File: config.mk
export PLATFORM = sky130hd
export DESIGN_NAME = pps_sequencer
export DESIGN_NICKNAME = d
export VERILOG_FILES = /design/src/shared/pps_pkg.sv /design/src/design/pps_sequencer.sv /design/src/design/pps_step_mem.sv
export SDC_FILE = /design/constraint.sdc
export NUM_CORES = 1
export LEC_CHECK = 0
export BUFFER_PORTS_ARGS = -buffer_cell sky130_fd_sc_hd__buf_2
export CAP_MARGIN = 10
export CORE_MARGIN = 2
export CORE_UTILIZATION = 50
export DETAILED_ROUTE_END_ITERATION = 10
export PLACE_DENSITY = 0.8
export SYNTH_ARGS = -nofsm -noshare
export SYNTH_HDL_FRONTEND = slang
export SYNTH_SLANG_ARGS = --single-unit
File: constraint.sdc
create_clock -name I_MCLK -period 4.2 [get_ports I_MCLK]
set_input_delay 0.21 -clock I_MCLK [delete_from_list [all_inputs] [get_ports I_MCLK]]
set_output_delay 0.21 -clock I_MCLK [all_outputs]
set_load 0.05 [all_outputs]
File: src/shared/pps_pkg.sv
// shared constants, codes and helpers for the pinboard program sequencer
package pps_pkg;

  // field and instruction layout
  localparam int FIELD_W = 4;
  localparam int STEP_W  = 4;

  // special field codes; plain digits are 0 to 9
  localparam logic [3:0] FLD_KEY_X     = 4'hA;
  localparam logic [3:0] FLD_KEY_Y     = 4'hB;
  localparam logic [3:0] FLD_SW_FIRST  = 4'hC;
  localparam logic [3:0] FLD_SW_SECOND = 4'hD;
  localparam logic [3:0] FLD_RESUME    = 4'hE;

  // operation codes
  localparam logic [3:0] OP_OTHER     = 4'h0;
  localparam logic [3:0] OP_BRANCH    = 4'h1;
  localparam logic [3:0] OP_SIGN_JUMP = 4'h2;
  localparam logic [3:0] OP_SHIFT     = 4'h3;
  localparam logic [3:0] OP_PRINT     = 4'h4;
  localparam logic [3:0] OP_BUMP      = 4'h5;
  localparam logic [3:0] OP_LOAD      = 4'h6;

  // shift direction codes
  localparam logic [3:0] DIR_LEFT  = 4'h1;
  localparam logic [3:0] DIR_RIGHT = 4'h2;

  // transfer costs in clock cycles
  localparam logic [3:0] SAME_BOARD_XFER_CYC = 4'h2;
  localparam logic [3:0] BOARD_STEP_CYC      = 4'h3;

  // register map, byte addresses
  localparam int          AXI_ADDR_W = 12;
  localparam logic [11:0] REG_CTRL   = 12'h000;
  localparam logic [11:0] REG_START  = 12'h004;
  localparam logic [11:0] REG_STATUS = 12'h008;

  // register fields
  localparam int CTRL_RUN_BIT  = 0;
  localparam int START_STEP_LO = 0;
  localparam int START_BRD_LO  = 4;
  localparam int STAT_STEP_LO  = 0;
  localparam int STAT_BRD_LO   = 4;
  localparam int STAT_SWF_LO   = 8;
  localparam int STAT_SWS_LO   = 12;
  localparam int STAT_BUSY_BIT = 16;

  // reset values
  localparam logic [3:0] RST_STEP   = 4'h0;
  localparam logic [3:0] RST_SWITCH = 4'h0;

  localparam logic [1:0] RESP_OKAY   = 2'b00;
  localparam logic [1:0] RESP_SLVERR = 2'b10;

  typedef enum logic [1:0] {
    ST_IDLE  = 2'b00,
    ST_FETCH = 2'b01,
    ST_EXEC  = 2'b10,
    ST_XFER  = 2'b11
  } pps_state_t;

  // replace keyed digit codes by the operator key values
  function automatic logic [3:0] pps_resolve(input logic [3:0] fld, input logic [3:0] kx, input logic [3:0] ky);
    if (fld == FLD_KEY_X) begin
      return kx;
    end else if (fld == FLD_KEY_Y) begin
      return ky;
    end
    return fld;
  endfunction : pps_resolve

endpackage : pps_pkg

File: src/design/pps_sequencer.sv
// pinboard program sequencer with axi4-lite control
`timescale 1ns/1ns
module pps_sequencer
  import pps_pkg::*;
#(
  parameter int NUM_BOARDS = 8
) (
  input  wire logic                  I_MCLK,
  input  wire logic                  I_RST,
  input  wire logic                  I_CE,
  input  wire logic [AXI_ADDR_W-1:0] I_AWADDR,
  input  wire logic                  I_AWVALID,
  output logic                       O_AWREADY,
  input  wire logic [31:0]           I_WDATA,
  input  wire logic [3:0]            I_WSTRB,
  input  wire logic                  I_WVALID,
  output logic                       O_WREADY,
  output logic [1:0]                 O_BRESP,
  output logic                       O_BVALID,
  input  wire logic                  I_BREADY,
  input  wire logic [AXI_ADDR_W-1:0] I_ARADDR,
  input  wire logic                  I_ARVALID,
  output logic                       O_ARREADY,
  output logic [31:0]                O_RDATA,
  output logic [1:0]                 O_RRESP,
  output logic                       O_RVALID,
  input  wire logic                  I_RREADY,
  output logic                       O_FETCH_REQ,
  output logic [3:0]                 O_FETCH_BOARD,
  output logic [3:0]                 O_FETCH_STEP,
  input  wire logic                  I_INSTR_VALID,
  input  wire logic [3:0]            I_INSTR_OP,
  input  wire logic [3:0]            I_INSTR_F2,
  input  wire logic [3:0]            I_INSTR_F3,
  input  wire logic                  I_ACC_NEG,
  input  wire logic [3:0]            I_KEY_X,
  input  wire logic [3:0]            I_KEY_Y,
  output logic                       O_EXEC_VALID,
  output logic [3:0]                 O_EXEC_OP,
  output logic [3:0]                 O_EXEC_F2,
  output logic [3:0]                 O_EXEC_F3,
  output logic                       O_SHIFT_LEFT,
  output logic [3:0]                 O_SHIFT_COUNT,
  output logic [3:0]                 O_PRINT_BAR,
  output logic                       O_PRINT_SUPPRESS,
  output logic [3:0]                 O_SWITCH_FIRST,
  output logic [3:0]                 O_SWITCH_SECOND,
  output logic [3:0]                 O_BOARD_SEL
);

  localparam int BRD_W = $clog2(NUM_BOARDS);

  if (NUM_BOARDS < 2 || NUM_BOARDS > 8) begin : g_bad_boards
    $error("pps_sequencer: NUM_BOARDS must be 2 to 8");
  end

  pps_state_t       state;
  logic [BRD_W-1:0] cur_board;
  logic [3:0]       cur_step;
  logic [3:0]       op_q;
  logic [3:0]       f2_q;
  logic [3:0]       f3_q;
  logic [3:0]       sw_first;
  logic [3:0]       sw_second;
  logic [BRD_W-1:0] tgt_board;
  logic [3:0]       tgt_step;
  logic             tgt_resume;
  logic [3:0]       xfer_cnt;
  logic [3:0]       ptr_rdata;
  logic             ctrl_run;

  // axi slave state
  logic                  aw_held;
  logic                  w_held;
  logic [AXI_ADDR_W-1:0] aw_addr;
  logic [31:0]           w_data;
  logic [3:0]            w_strb;
  logic                  wr_fire;
  logic                  start_load;

  // decode of the held instruction
  logic [3:0]       f2_res;
  logic [3:0]       f3_res;
  logic [3:0]       brd_num;
  logic [BRD_W-1:0] next_tgt_board;
  logic             take_xfer;
  logic             bump_skip;
  logic [3:0]       bump_val;
  logic [3:0]       load_val;
  logic [3:0]       next_step;
  logic             exec_now;

  assign exec_now = (state == ST_EXEC);

  // fields resolved against operator keys
  assign f2_res = pps_resolve(f2_q, I_KEY_X, I_KEY_Y);
  assign f3_res = pps_resolve(f3_q, I_KEY_X, I_KEY_Y);

  always_comb begin
    brd_num = f2_res;
    if (f2_q == FLD_SW_FIRST) begin
      brd_num = sw_first;
    end
    if (brd_num == 4'h0 || brd_num > 4'(NUM_BOARDS)) begin
      next_tgt_board = cur_board;
    end else begin
      next_tgt_board = BRD_W'(brd_num - 4'h1);
    end
  end

  // transfer only for branch, or sign jump on strictly negative
  assign take_xfer = (op_q == OP_BRANCH) || ((op_q == OP_SIGN_JUMP) && I_ACC_NEG);

  always_comb begin
    bump_val  = (f2_res[0] ? sw_second : sw_first) + 4'h1;
    bump_skip = 1'b0;
    if (op_q == OP_BUMP && bump_val == f3_res) begin
      bump_val  = RST_SWITCH;
      bump_skip = 1'b1;
    end
  end

  always_comb begin
    load_val = f3_res;
    if (f3_q == FLD_SW_FIRST) begin
      load_val = sw_first;
    end else if (f3_q == FLD_SW_SECOND) begin
      load_val = sw_second;
    end
  end

  // four-bit add wraps 15 to 0 inside the board
  assign next_step = cur_step + (bump_skip ? 4'h2 : 4'h1);

  // sequencing state machine
  always_ff @(posedge I_MCLK) begin
    if (I_RST) begin
      state <= ST_IDLE;
    end else if (I_CE) begin
      unique case (state)
        ST_IDLE: begin
          if (ctrl_run) begin
            state <= ST_FETCH;
          end
        end
        ST_FETCH: begin
          if (!ctrl_run) begin
            state <= ST_IDLE;
          end else if (I_INSTR_VALID) begin
            state <= ST_EXEC;
          end
        end
        ST_EXEC: begin
          state <= take_xfer ? ST_XFER : ST_FETCH;
        end
        ST_XFER: begin
          if (tgt_board == cur_board && xfer_cnt == SAME_BOARD_XFER_CYC - 4'h1) begin
            state <= ST_FETCH;
          end
        end
      endcase
    end
  end

  // instruction capture, op, second and third field together in one cycle
  always_ff @(posedge I_MCLK) begin
    if (I_RST) begin
      op_q <= OP_OTHER;
      f2_q <= 4'h0;
      f3_q <= 4'h0;
    end else if (I_CE && state == ST_FETCH && I_INSTR_VALID) begin
      op_q <= I_INSTR_OP;
      f2_q <= I_INSTR_F2;
      f3_q <= I_INSTR_F3;
    end
  end

  // transfer target capture
  always_ff @(posedge I_MCLK) begin
    if (I_RST) begin
      tgt_board  <= '0;
      tgt_step   <= RST_STEP;
      tgt_resume <= 1'b0;
    end else if (I_CE && exec_now && take_xfer) begin
      tgt_board  <= next_tgt_board;
      tgt_step   <= f3_res;
      tgt_resume <= (op_q == OP_BRANCH) && (f3_q == FLD_RESUME);
    end
  end

  // board selector and step position
  always_ff @(posedge I_MCLK) begin
    if (I_RST) begin
      cur_board <= '0;
      cur_step  <= RST_STEP;
      xfer_cnt  <= 4'h0;
    end else if (I_CE) begin
      if (state == ST_IDLE && start_load) begin
        cur_board <= BRD_W'(w_data[START_BRD_LO +: 4]);
        cur_step  <= w_data[START_STEP_LO +: 4];
      end else if (exec_now) begin
        cur_step <= next_step;
        xfer_cnt <= 4'h0;
      end else if (state == ST_XFER) begin
        if (tgt_board != cur_board) begin
          if (xfer_cnt == BOARD_STEP_CYC - 4'h1) begin
            xfer_cnt  <= 4'h0;
            cur_board <= (cur_board == BRD_W'(NUM_BOARDS - 1)) ? '0 : cur_board + BRD_W'(1);
          end else begin
            xfer_cnt <= xfer_cnt + 4'h1;
          end
        end else if (xfer_cnt == SAME_BOARD_XFER_CYC - 4'h1) begin
          cur_step <= tgt_resume ? ptr_rdata : tgt_step;
        end else begin
          xfer_cnt <= xfer_cnt + 4'h1;
        end
      end
    end
  end

  // loop switches
  always_ff @(posedge I_MCLK) begin
    if (I_RST) begin
      sw_first  <= RST_SWITCH;
      sw_second <= RST_SWITCH;
    end else if (I_CE && exec_now) begin
      if (op_q == OP_BUMP) begin
        if (f2_res[0]) begin
          sw_second <= bump_val;
        end else begin
          sw_first <= bump_val;
        end
      end else if (op_q == OP_LOAD) begin
        if (f2_res[0]) begin
          sw_second <= load_val;
        end else begin
          sw_first <= load_val;
        end
      end
    end
  end

  // own-board pointer advanced by every executed instruction
  pps_step_mem #(
    .DEPTH (NUM_BOARDS),
    .WIDTH (STEP_W)
  ) u_ptr (
    .i_clk   (I_MCLK),
    .i_rst   (I_RST),
    .i_ce    (I_CE),
    .i_we    (exec_now),
    .i_waddr (cur_board),
    .i_wdata (next_step),
    .i_raddr (tgt_board),
    .o_rdata (ptr_rdata)
  );

  // execution outputs toward arithmetic and printer
  always_ff @(posedge I_MCLK) begin
    if (I_RST) begin
      O_EXEC_VALID     <= 1'b0;
      O_EXEC_OP        <= OP_OTHER;
      O_EXEC_F2        <= 4'h0;
      O_EXEC_F3        <= 4'h0;
      O_SHIFT_LEFT     <= 1'b0;
      O_SHIFT_COUNT    <= 4'h0;
      O_PRINT_BAR      <= 4'h0;
      O_PRINT_SUPPRESS <= 1'b0;
    end else if (I_CE) begin
      O_EXEC_VALID <= exec_now;
      if (exec_now) begin
        O_EXEC_OP <= op_q;
        O_EXEC_F2 <= f2_res;
        O_EXEC_F3 <= f3_res;
        if (op_q == OP_SHIFT) begin
          O_SHIFT_LEFT  <= (f2_res == DIR_LEFT);
          O_SHIFT_COUNT <= f3_res;
        end
        if (op_q == OP_PRINT) begin
          O_PRINT_BAR      <= f2_res;
          O_PRINT_SUPPRESS <= (f3_q == FLD_KEY_Y) && (I_KEY_Y == 4'h0);
        end
      end
    end
  end

  assign O_FETCH_REQ     = (state == ST_FETCH);
  assign O_FETCH_BOARD   = 4'(cur_board) + 4'h1;
  assign O_FETCH_STEP    = cur_step;
  assign O_BOARD_SEL     = 4'(cur_board) + 4'h1;
  assign O_SWITCH_FIRST  = sw_first;
  assign O_SWITCH_SECOND = sw_second;

  // axi4-lite write path
  assign O_AWREADY  = !aw_held && !O_BVALID;
  assign O_WREADY   = !w_held && !O_BVALID;
  assign wr_fire    = aw_held && w_held && !O_BVALID;
  assign start_load = wr_fire && aw_addr == REG_START && w_strb[0];

  always_ff @(posedge I_MCLK) begin
    if (I_RST) begin
      aw_held  <= 1'b0;
      w_held   <= 1'b0;
      aw_addr  <= '0;
      w_data   <= 32'h0000_0000;
      w_strb   <= 4'h0;
      O_BVALID <= 1'b0;
      O_BRESP  <= RESP_OKAY;
      ctrl_run <= 1'b0;
    end else if (I_CE) begin
      if (I_AWVALID && O_AWREADY) begin
        aw_held <= 1'b1;
        aw_addr <= I_AWADDR;
      end
      if (I_WVALID && O_WREADY) begin
        w_held <= 1'b1;
        w_data <= I_WDATA;
        w_strb <= I_WSTRB;
      end
      if (wr_fire) begin
        aw_held  <= 1'b0;
        w_held   <= 1'b0;
        O_BVALID <= 1'b1;
        O_BRESP  <= (aw_addr == REG_CTRL || aw_addr == REG_START) ? RESP_OKAY : RESP_SLVERR;
        if (aw_addr == REG_CTRL && w_strb[0]) begin
          ctrl_run <= w_data[CTRL_RUN_BIT];
        end
      end else if (O_BVALID && I_BREADY) begin
        O_BVALID <= 1'b0;
      end
    end
  end

  // axi4-lite read path
  assign O_ARREADY = !O_RVALID;

  always_ff @(posedge I_MCLK) begin
    if (I_RST) begin
      O_RVALID <= 1'b0;
      O_RDATA  <= 32'h0000_0000;
      O_RRESP  <= RESP_OKAY;
    end else if (I_CE) begin
      if (I_ARVALID && O_ARREADY) begin
        O_RVALID <= 1'b1;
        O_RRESP  <= RESP_OKAY;
        O_RDATA  <= 32'h0000_0000;
        unique case (I_ARADDR)
          REG_CTRL: begin
            O_RDATA[CTRL_RUN_BIT] <= ctrl_run;
          end
          REG_START: begin
            O_RDATA[START_STEP_LO +: 4] <= cur_step;
            O_RDATA[START_BRD_LO +: 4]  <= 4'(cur_board);
          end
          REG_STATUS: begin
            O_RDATA[STAT_STEP_LO +: 4] <= cur_step;
            O_RDATA[STAT_BRD_LO +: 4]  <= 4'(cur_board);
            O_RDATA[STAT_SWF_LO +: 4]  <= sw_first;
            O_RDATA[STAT_SWS_LO +: 4]  <= sw_second;
            O_RDATA[STAT_BUSY_BIT]     <= (state != ST_IDLE);
          end
          default: begin
            O_RRESP <= RESP_SLVERR;
          end
        endcase
      end else if (O_RVALID && I_RREADY) begin
        O_RVALID <= 1'b0;
      end
    end
  end

  a_step_wrap: assert property (@(posedge I_MCLK) disable iff (I_RST || !I_CE)
    exec_now && !take_xfer && !bump_skip && cur_step == 4'hF |=> cur_step == 4'h0)
    else $error("step did not wrap to zero");

  a_switch_wrap: assert property (@(posedge I_MCLK) disable iff (I_RST || !I_CE)
    exec_now && op_q == OP_BUMP && !f2_res[0] && sw_first == 4'hF && f3_res != 4'h0 |=> sw_first == 4'h0)
    else $error("first switch did not wrap");

  a_zero_positive: assert property (@(posedge I_MCLK) disable iff (I_RST || !I_CE)
    exec_now && op_q == OP_SIGN_JUMP && !I_ACC_NEG |=> state == ST_FETCH && cur_step == $past(cur_step) + 4'h1)
    else $error("sign jump taken on non-negative");

  a_seek_forward: assert property (@(posedge I_MCLK) disable iff (I_RST || !I_CE)
    state == ST_XFER && tgt_board != cur_board && xfer_cnt == BOARD_STEP_CYC - 4'h1
    |=> cur_board == (($past(cur_board) == BRD_W'(NUM_BOARDS - 1)) ? '0 : $past(cur_board) + BRD_W'(1)))
    else $error("selector did not step forward");

  a_same_cost: assert property (@(posedge I_MCLK) disable iff (I_RST || !I_CE)
    exec_now && take_xfer && next_tgt_board == cur_board |=> state == ST_XFER ##1 state == ST_XFER ##1 state == ST_FETCH)
    else $error("same-board transfer cost wrong");

  a_shift_keyed: assert property (@(posedge I_MCLK) disable iff (I_RST || !I_CE)
    exec_now && op_q == OP_SHIFT && f2_q == FLD_KEY_X |=> O_SHIFT_LEFT == ($past(I_KEY_X) == DIR_LEFT))
    else $error("keyed shift direction wrong");

  a_print_mute: assert property (@(posedge I_MCLK) disable iff (I_RST || !I_CE)
    exec_now && op_q == OP_PRINT && f3_q == FLD_KEY_Y && I_KEY_Y == 4'h0 |=> O_PRINT_SUPPRESS && O_EXEC_VALID)
    else $error("print not suppressed");

  a_copy_switch: assert property (@(posedge I_MCLK) disable iff (I_RST || !I_CE)
    exec_now && op_q == OP_LOAD && f2_q == 4'h1 && f3_q == FLD_SW_FIRST |=> sw_second == $past(sw_first))
    else $error("switch copy failed");

  a_resume_ptr: assert property (@(posedge I_MCLK) disable iff (I_RST || !I_CE)
    state == ST_XFER && tgt_resume && tgt_board == cur_board && xfer_cnt == SAME_BOARD_XFER_CYC - 4'h1
    |=> state == ST_FETCH && cur_step == $past(ptr_rdata))
    else $error("resume step not taken from pointer");

endmodule : pps_sequencer

File: src/design/pps_step_mem.sv
// per-board step pointer store with registered read
`timescale 1ns/1ns
module pps_step_mem #(
  parameter int DEPTH = 8,
  parameter int WIDTH = 4
) (
  input  wire logic                     i_clk,
  input  wire logic                     i_rst,
  input  wire logic                     i_ce,
  input  wire logic                     i_we,
  input  wire logic [$clog2(DEPTH)-1:0] i_waddr,
  input  wire logic [WIDTH-1:0]         i_wdata,
  input  wire logic [$clog2(DEPTH)-1:0] i_raddr,
  output logic      [WIDTH-1:0]         o_rdata
);

  logic [WIDTH-1:0] mem [DEPTH];

  if (DEPTH < 2 || WIDTH < 1) begin : g_bad_geometry
    $error("pps_step_mem: bad geometry");
  end

  // pointer storage
  always_ff @(posedge i_clk) begin
    if (i_rst) begin
      for (int i = 0; i < DEPTH; i++) begin
        mem[i] <= '0;
      end
    end else if (i_ce && i_we) begin
      mem[i_waddr] <= i_wdata;
    end
  end

  // registered read
  always_ff @(posedge i_clk) begin
    if (i_rst) begin
      o_rdata <= '0;
    end else if (i_ce) begin
      o_rdata <= mem[i_raddr];
    end
  end

endmodule : pps_step_mem

==> impl_metrics.tcl <==
set metrics [dict create \
    run_status "finished clean" \
    gr-total-overflow 0 \
    ios 175 \
    max_stage_delay_ps 590 \
    ys_seq_elements 143 \
    min_path_cells 3 \
    firstDrtPassIters 5 \
    die_x_microns 120 \
    drv_cap 0 \
    ctsResizeCount 0 \
    min_period_ps 3970 \
    relSlewSlack_pct 34.6 \
    ys.flop_type "dfxtp_1" \
    period_share_pct 94.6 \
    cts_htree_levels 4 \
    cp_cell_sequence "mux2i_4 > mux2i_1 > inv_1 > ha_1 > xor2_2 > xnor2_1 > nand4b_2 > ha_1 > inv_1 > fa_1 > a21oi_1 > mux2i_1 > a211oi_1" \
    crit_slowest_cell "fa_1" \
    via_per_inst 5.46 \
    clock_latency_ps 420 \
    yosysWarnings 0 \
    synth_commonest_cells "nor2_1, dfxtp_1, nand2_1" \
    ys_types 61 \
    nets 965 \
    r2r_cells 13 \
    hold_class "primary input to register" \
    start_kind "register" \
    hold_end "aw_addr[7]" \
    yosysTopAreaCell "dfxtp_1" \
    pwr-share-seq_pct 46.5 \
    multi_input_area_sq_um 3260 \
    via_count 5729 \
    post_dp_cell_area_sq_um 7440 \
    ir_drop_uv 299 \
    yosysSeqAreaShare_pct 46.9 \
    hold_start "I_AWADDR[7]" \
    cp_max_fo 9 \
    cp-startpoint "f2_q[0]" \
    antennaDiodeCount 0 \
    synth_area_leaders "dfxtp_1, edfxtp_1, nor2_1" \
    finalWirelength_mm 16.4 \
    finalClockSkew_ps 7.78 \
    p_per_area_nw_per_um2 387 \
    grt_pass1_wl_mm 26.0 \
    synth_top_area_share_pct 32.8 \
    drcViolationCount 0 \
    internal-power_w 0.00242 \
    die_area_sq_um 14500 \
    clock-sinks 143 \
    cts_tree "yes" \
    wire_per_inst_microns 15.6 \
    reg2reg_setup_slack_ps 230 \
    synth_most_common_cell "nor2_1" \
    drtAntennaViolNets 0 \
    syn2layout_area_growth_pct 18.9 \
    slew_violations 0 \
    synth-edff-count 32 \
    combPwrFrac_pct 5.4 \
    fill_cells 1177 \
    io_buffers 128 \
    crit_path_end_kind "register" \
    syn_area_per_cell_sq_um 9.10 \
    required_ps 4530 \
    grt_usage_pct 22.8 \
    switchingPower_w 0.000696 \
    rsz0062_at_grt "false" \
    max_freq_mhz 252 \
    pwr-share-clk_pct 48.1 \
    cts-root-buf "clkbuf_16" \
    grt_pass1_vias 5119 \
    cts_made_buffers 17 \
    arrival_ps 4300 \
    core_area_sq_um 13200 \
    switching_share_pct 22.3 \
    tightest_slew_ps 977 \
    seqCellArea_sq_um 3180 \
    drt-initial-drc-count 371 \
    rows 42 \
    p_leak_nw 3.20 \
    hold_viol_final 0 \
    clk_pin_slew_worst_paths_ps 60 \
    fin_tns_setup_ps 0 \
    gp_congestion 0.905 \
    drive_gt1_share_pct 22.3 \
    grt_max_degree 81 \
    async_flop_share_pct 0 \
    antenna_found_initial 0 \
    fin_area_sq_um 8060 \
    r2r-start "f2_q[0]" \
    die_y_microns 120 \
    syn_inst 745 \
    netlist_area_sq_um 6780 \
    cts_buffer_depth 2 \
    setup_viol 0 \
    path_class "register to register" \
    whs_ps 19.4 \
    hpwl_mm 11.8 \
    r2r-end "O_FETCH_STEP[1]" \
    start_util_pct 51.2 \
]
-- how the worst max path moves through the flow --
stage	slack (ps)	endpoint	cells after the start
6_report	230	O_FETCH_STEP[1]	13
5_1_grt	1	O_FETCH_STEP[1]	14
2_1_floorplan	780	O_FETCH_STEP[2]	15
4_1_cts	230	O_FETCH_STEP[1]	13
3_3_place_gp	430	O_FETCH_STEP[1]	13
3_5_place_dp	280	O_FETCH_STEP[1]	13
-- cells in the final DEF (no fill, tap or decap), types with 10 or more instances in the layout --
master	n
a211oi_1	22
a21oi_1	63
a22oi_1	15
buf_2	127
buf_4	12
clkbuf_16	18
conb_1	18
dfxtp_1	111
edfxtp_1	32
ha_1	14
inv_1	20
mux2i_1	34
nand2_1	95
nand2b_1	11
nand3_1	15
nor2_1	131
nor2b_1	10
o21ai_0	10
-- per-stage QoR --
step	instances	utilization, %	setup slack [ps]	power [W]
after global routing	1049	60.9	1.23	0.00322
after detailed placement	1014	56.2	279	0.00165
after floorplan	762	-	779	0.00160
after CTS	1046	60.7	226	0.00314
after global placement	1014	56.2	430	0.00164
final	1049	60.9	227	0.00312
-- cell type report --
| type | instances | share of cell area (%) |
|---|---|---|
| Clock inverter | 11 | 1.37 |
| Sequential cell | 143 | 39.5 |
| Clock buffer | 21 | 5.98 |
| Timing Repair Buffer | 139 | 9.00 |
| Multi-Input combinational cell | 539 | 40.5 |
| Tap cell | 176 | 2.73 |
| Inverter | 20 | 0.932 |
-- flip-flops by register name (all words and copies together), names as in the netlist, 7 cells and up --
register	count
O_RDATA	16
aw_addr	12
u_ptr.mem	32
w_data	7
-- power by group through the flow --
stage	Sequential, W	Clock [W]	Combinational [W]
after floorplan	0.00148	0	0.000126
after global placement	0.00148	0	0.000166
after detailed placement	0.00148	0	0.000169
after CTS	0.00145	0.00152	0.000169
after global routing	0.00145	0.00158	0.000183
final	0.00145	0.00150	0.000168
-- critical path: cells and delay by family (launching register included) --
kind / cells / cell delay [ps]
DFF: 1 / 550
buffers and inverters: 2 / 160
adders and majority gates: 3 / 1140
muxes: 3 / 910
and+or+nand+nor: 1 / 280
xor gates and xnor gates: 2 / 370
AOI/OAI and AO/OA: 2 / 460
-- metal layers --
metal / GRT usage (%) / part of all wire, %
met5: 0 / 0
met4: 8.50 / 2.2
met3: 6.42 / 8.7
met2: 35.4 / 46
met1: 30.4 / 43
-- kinds of logic (layout without fill, tap and decap cells) --
kind of cell / Yosys count / after routing / share of synthesized area, %
other: 1 / 18 / 0.0553
DFF: 143 / 143 / 46.9
buffers and inverters: 80 / 191 / 5.94
muxes: 49 / 49 / 9.06
AOI/OAI and AO/OA: 140 / 140 / 13.1
and+or+nand+nor: 302 / 302 / 19.9
xor gates and xnor gates: 15 / 15 / 2.05
adders and majority gates: 15 / 15 / 2.88
-- what timing repair did --
item                                    4_1_cts  5_1_grt
endpoints found under the setup margin        0        1
buffers inserted                              0        3
hold buffers                                  0        0
(Power assumes the default switching activity.)
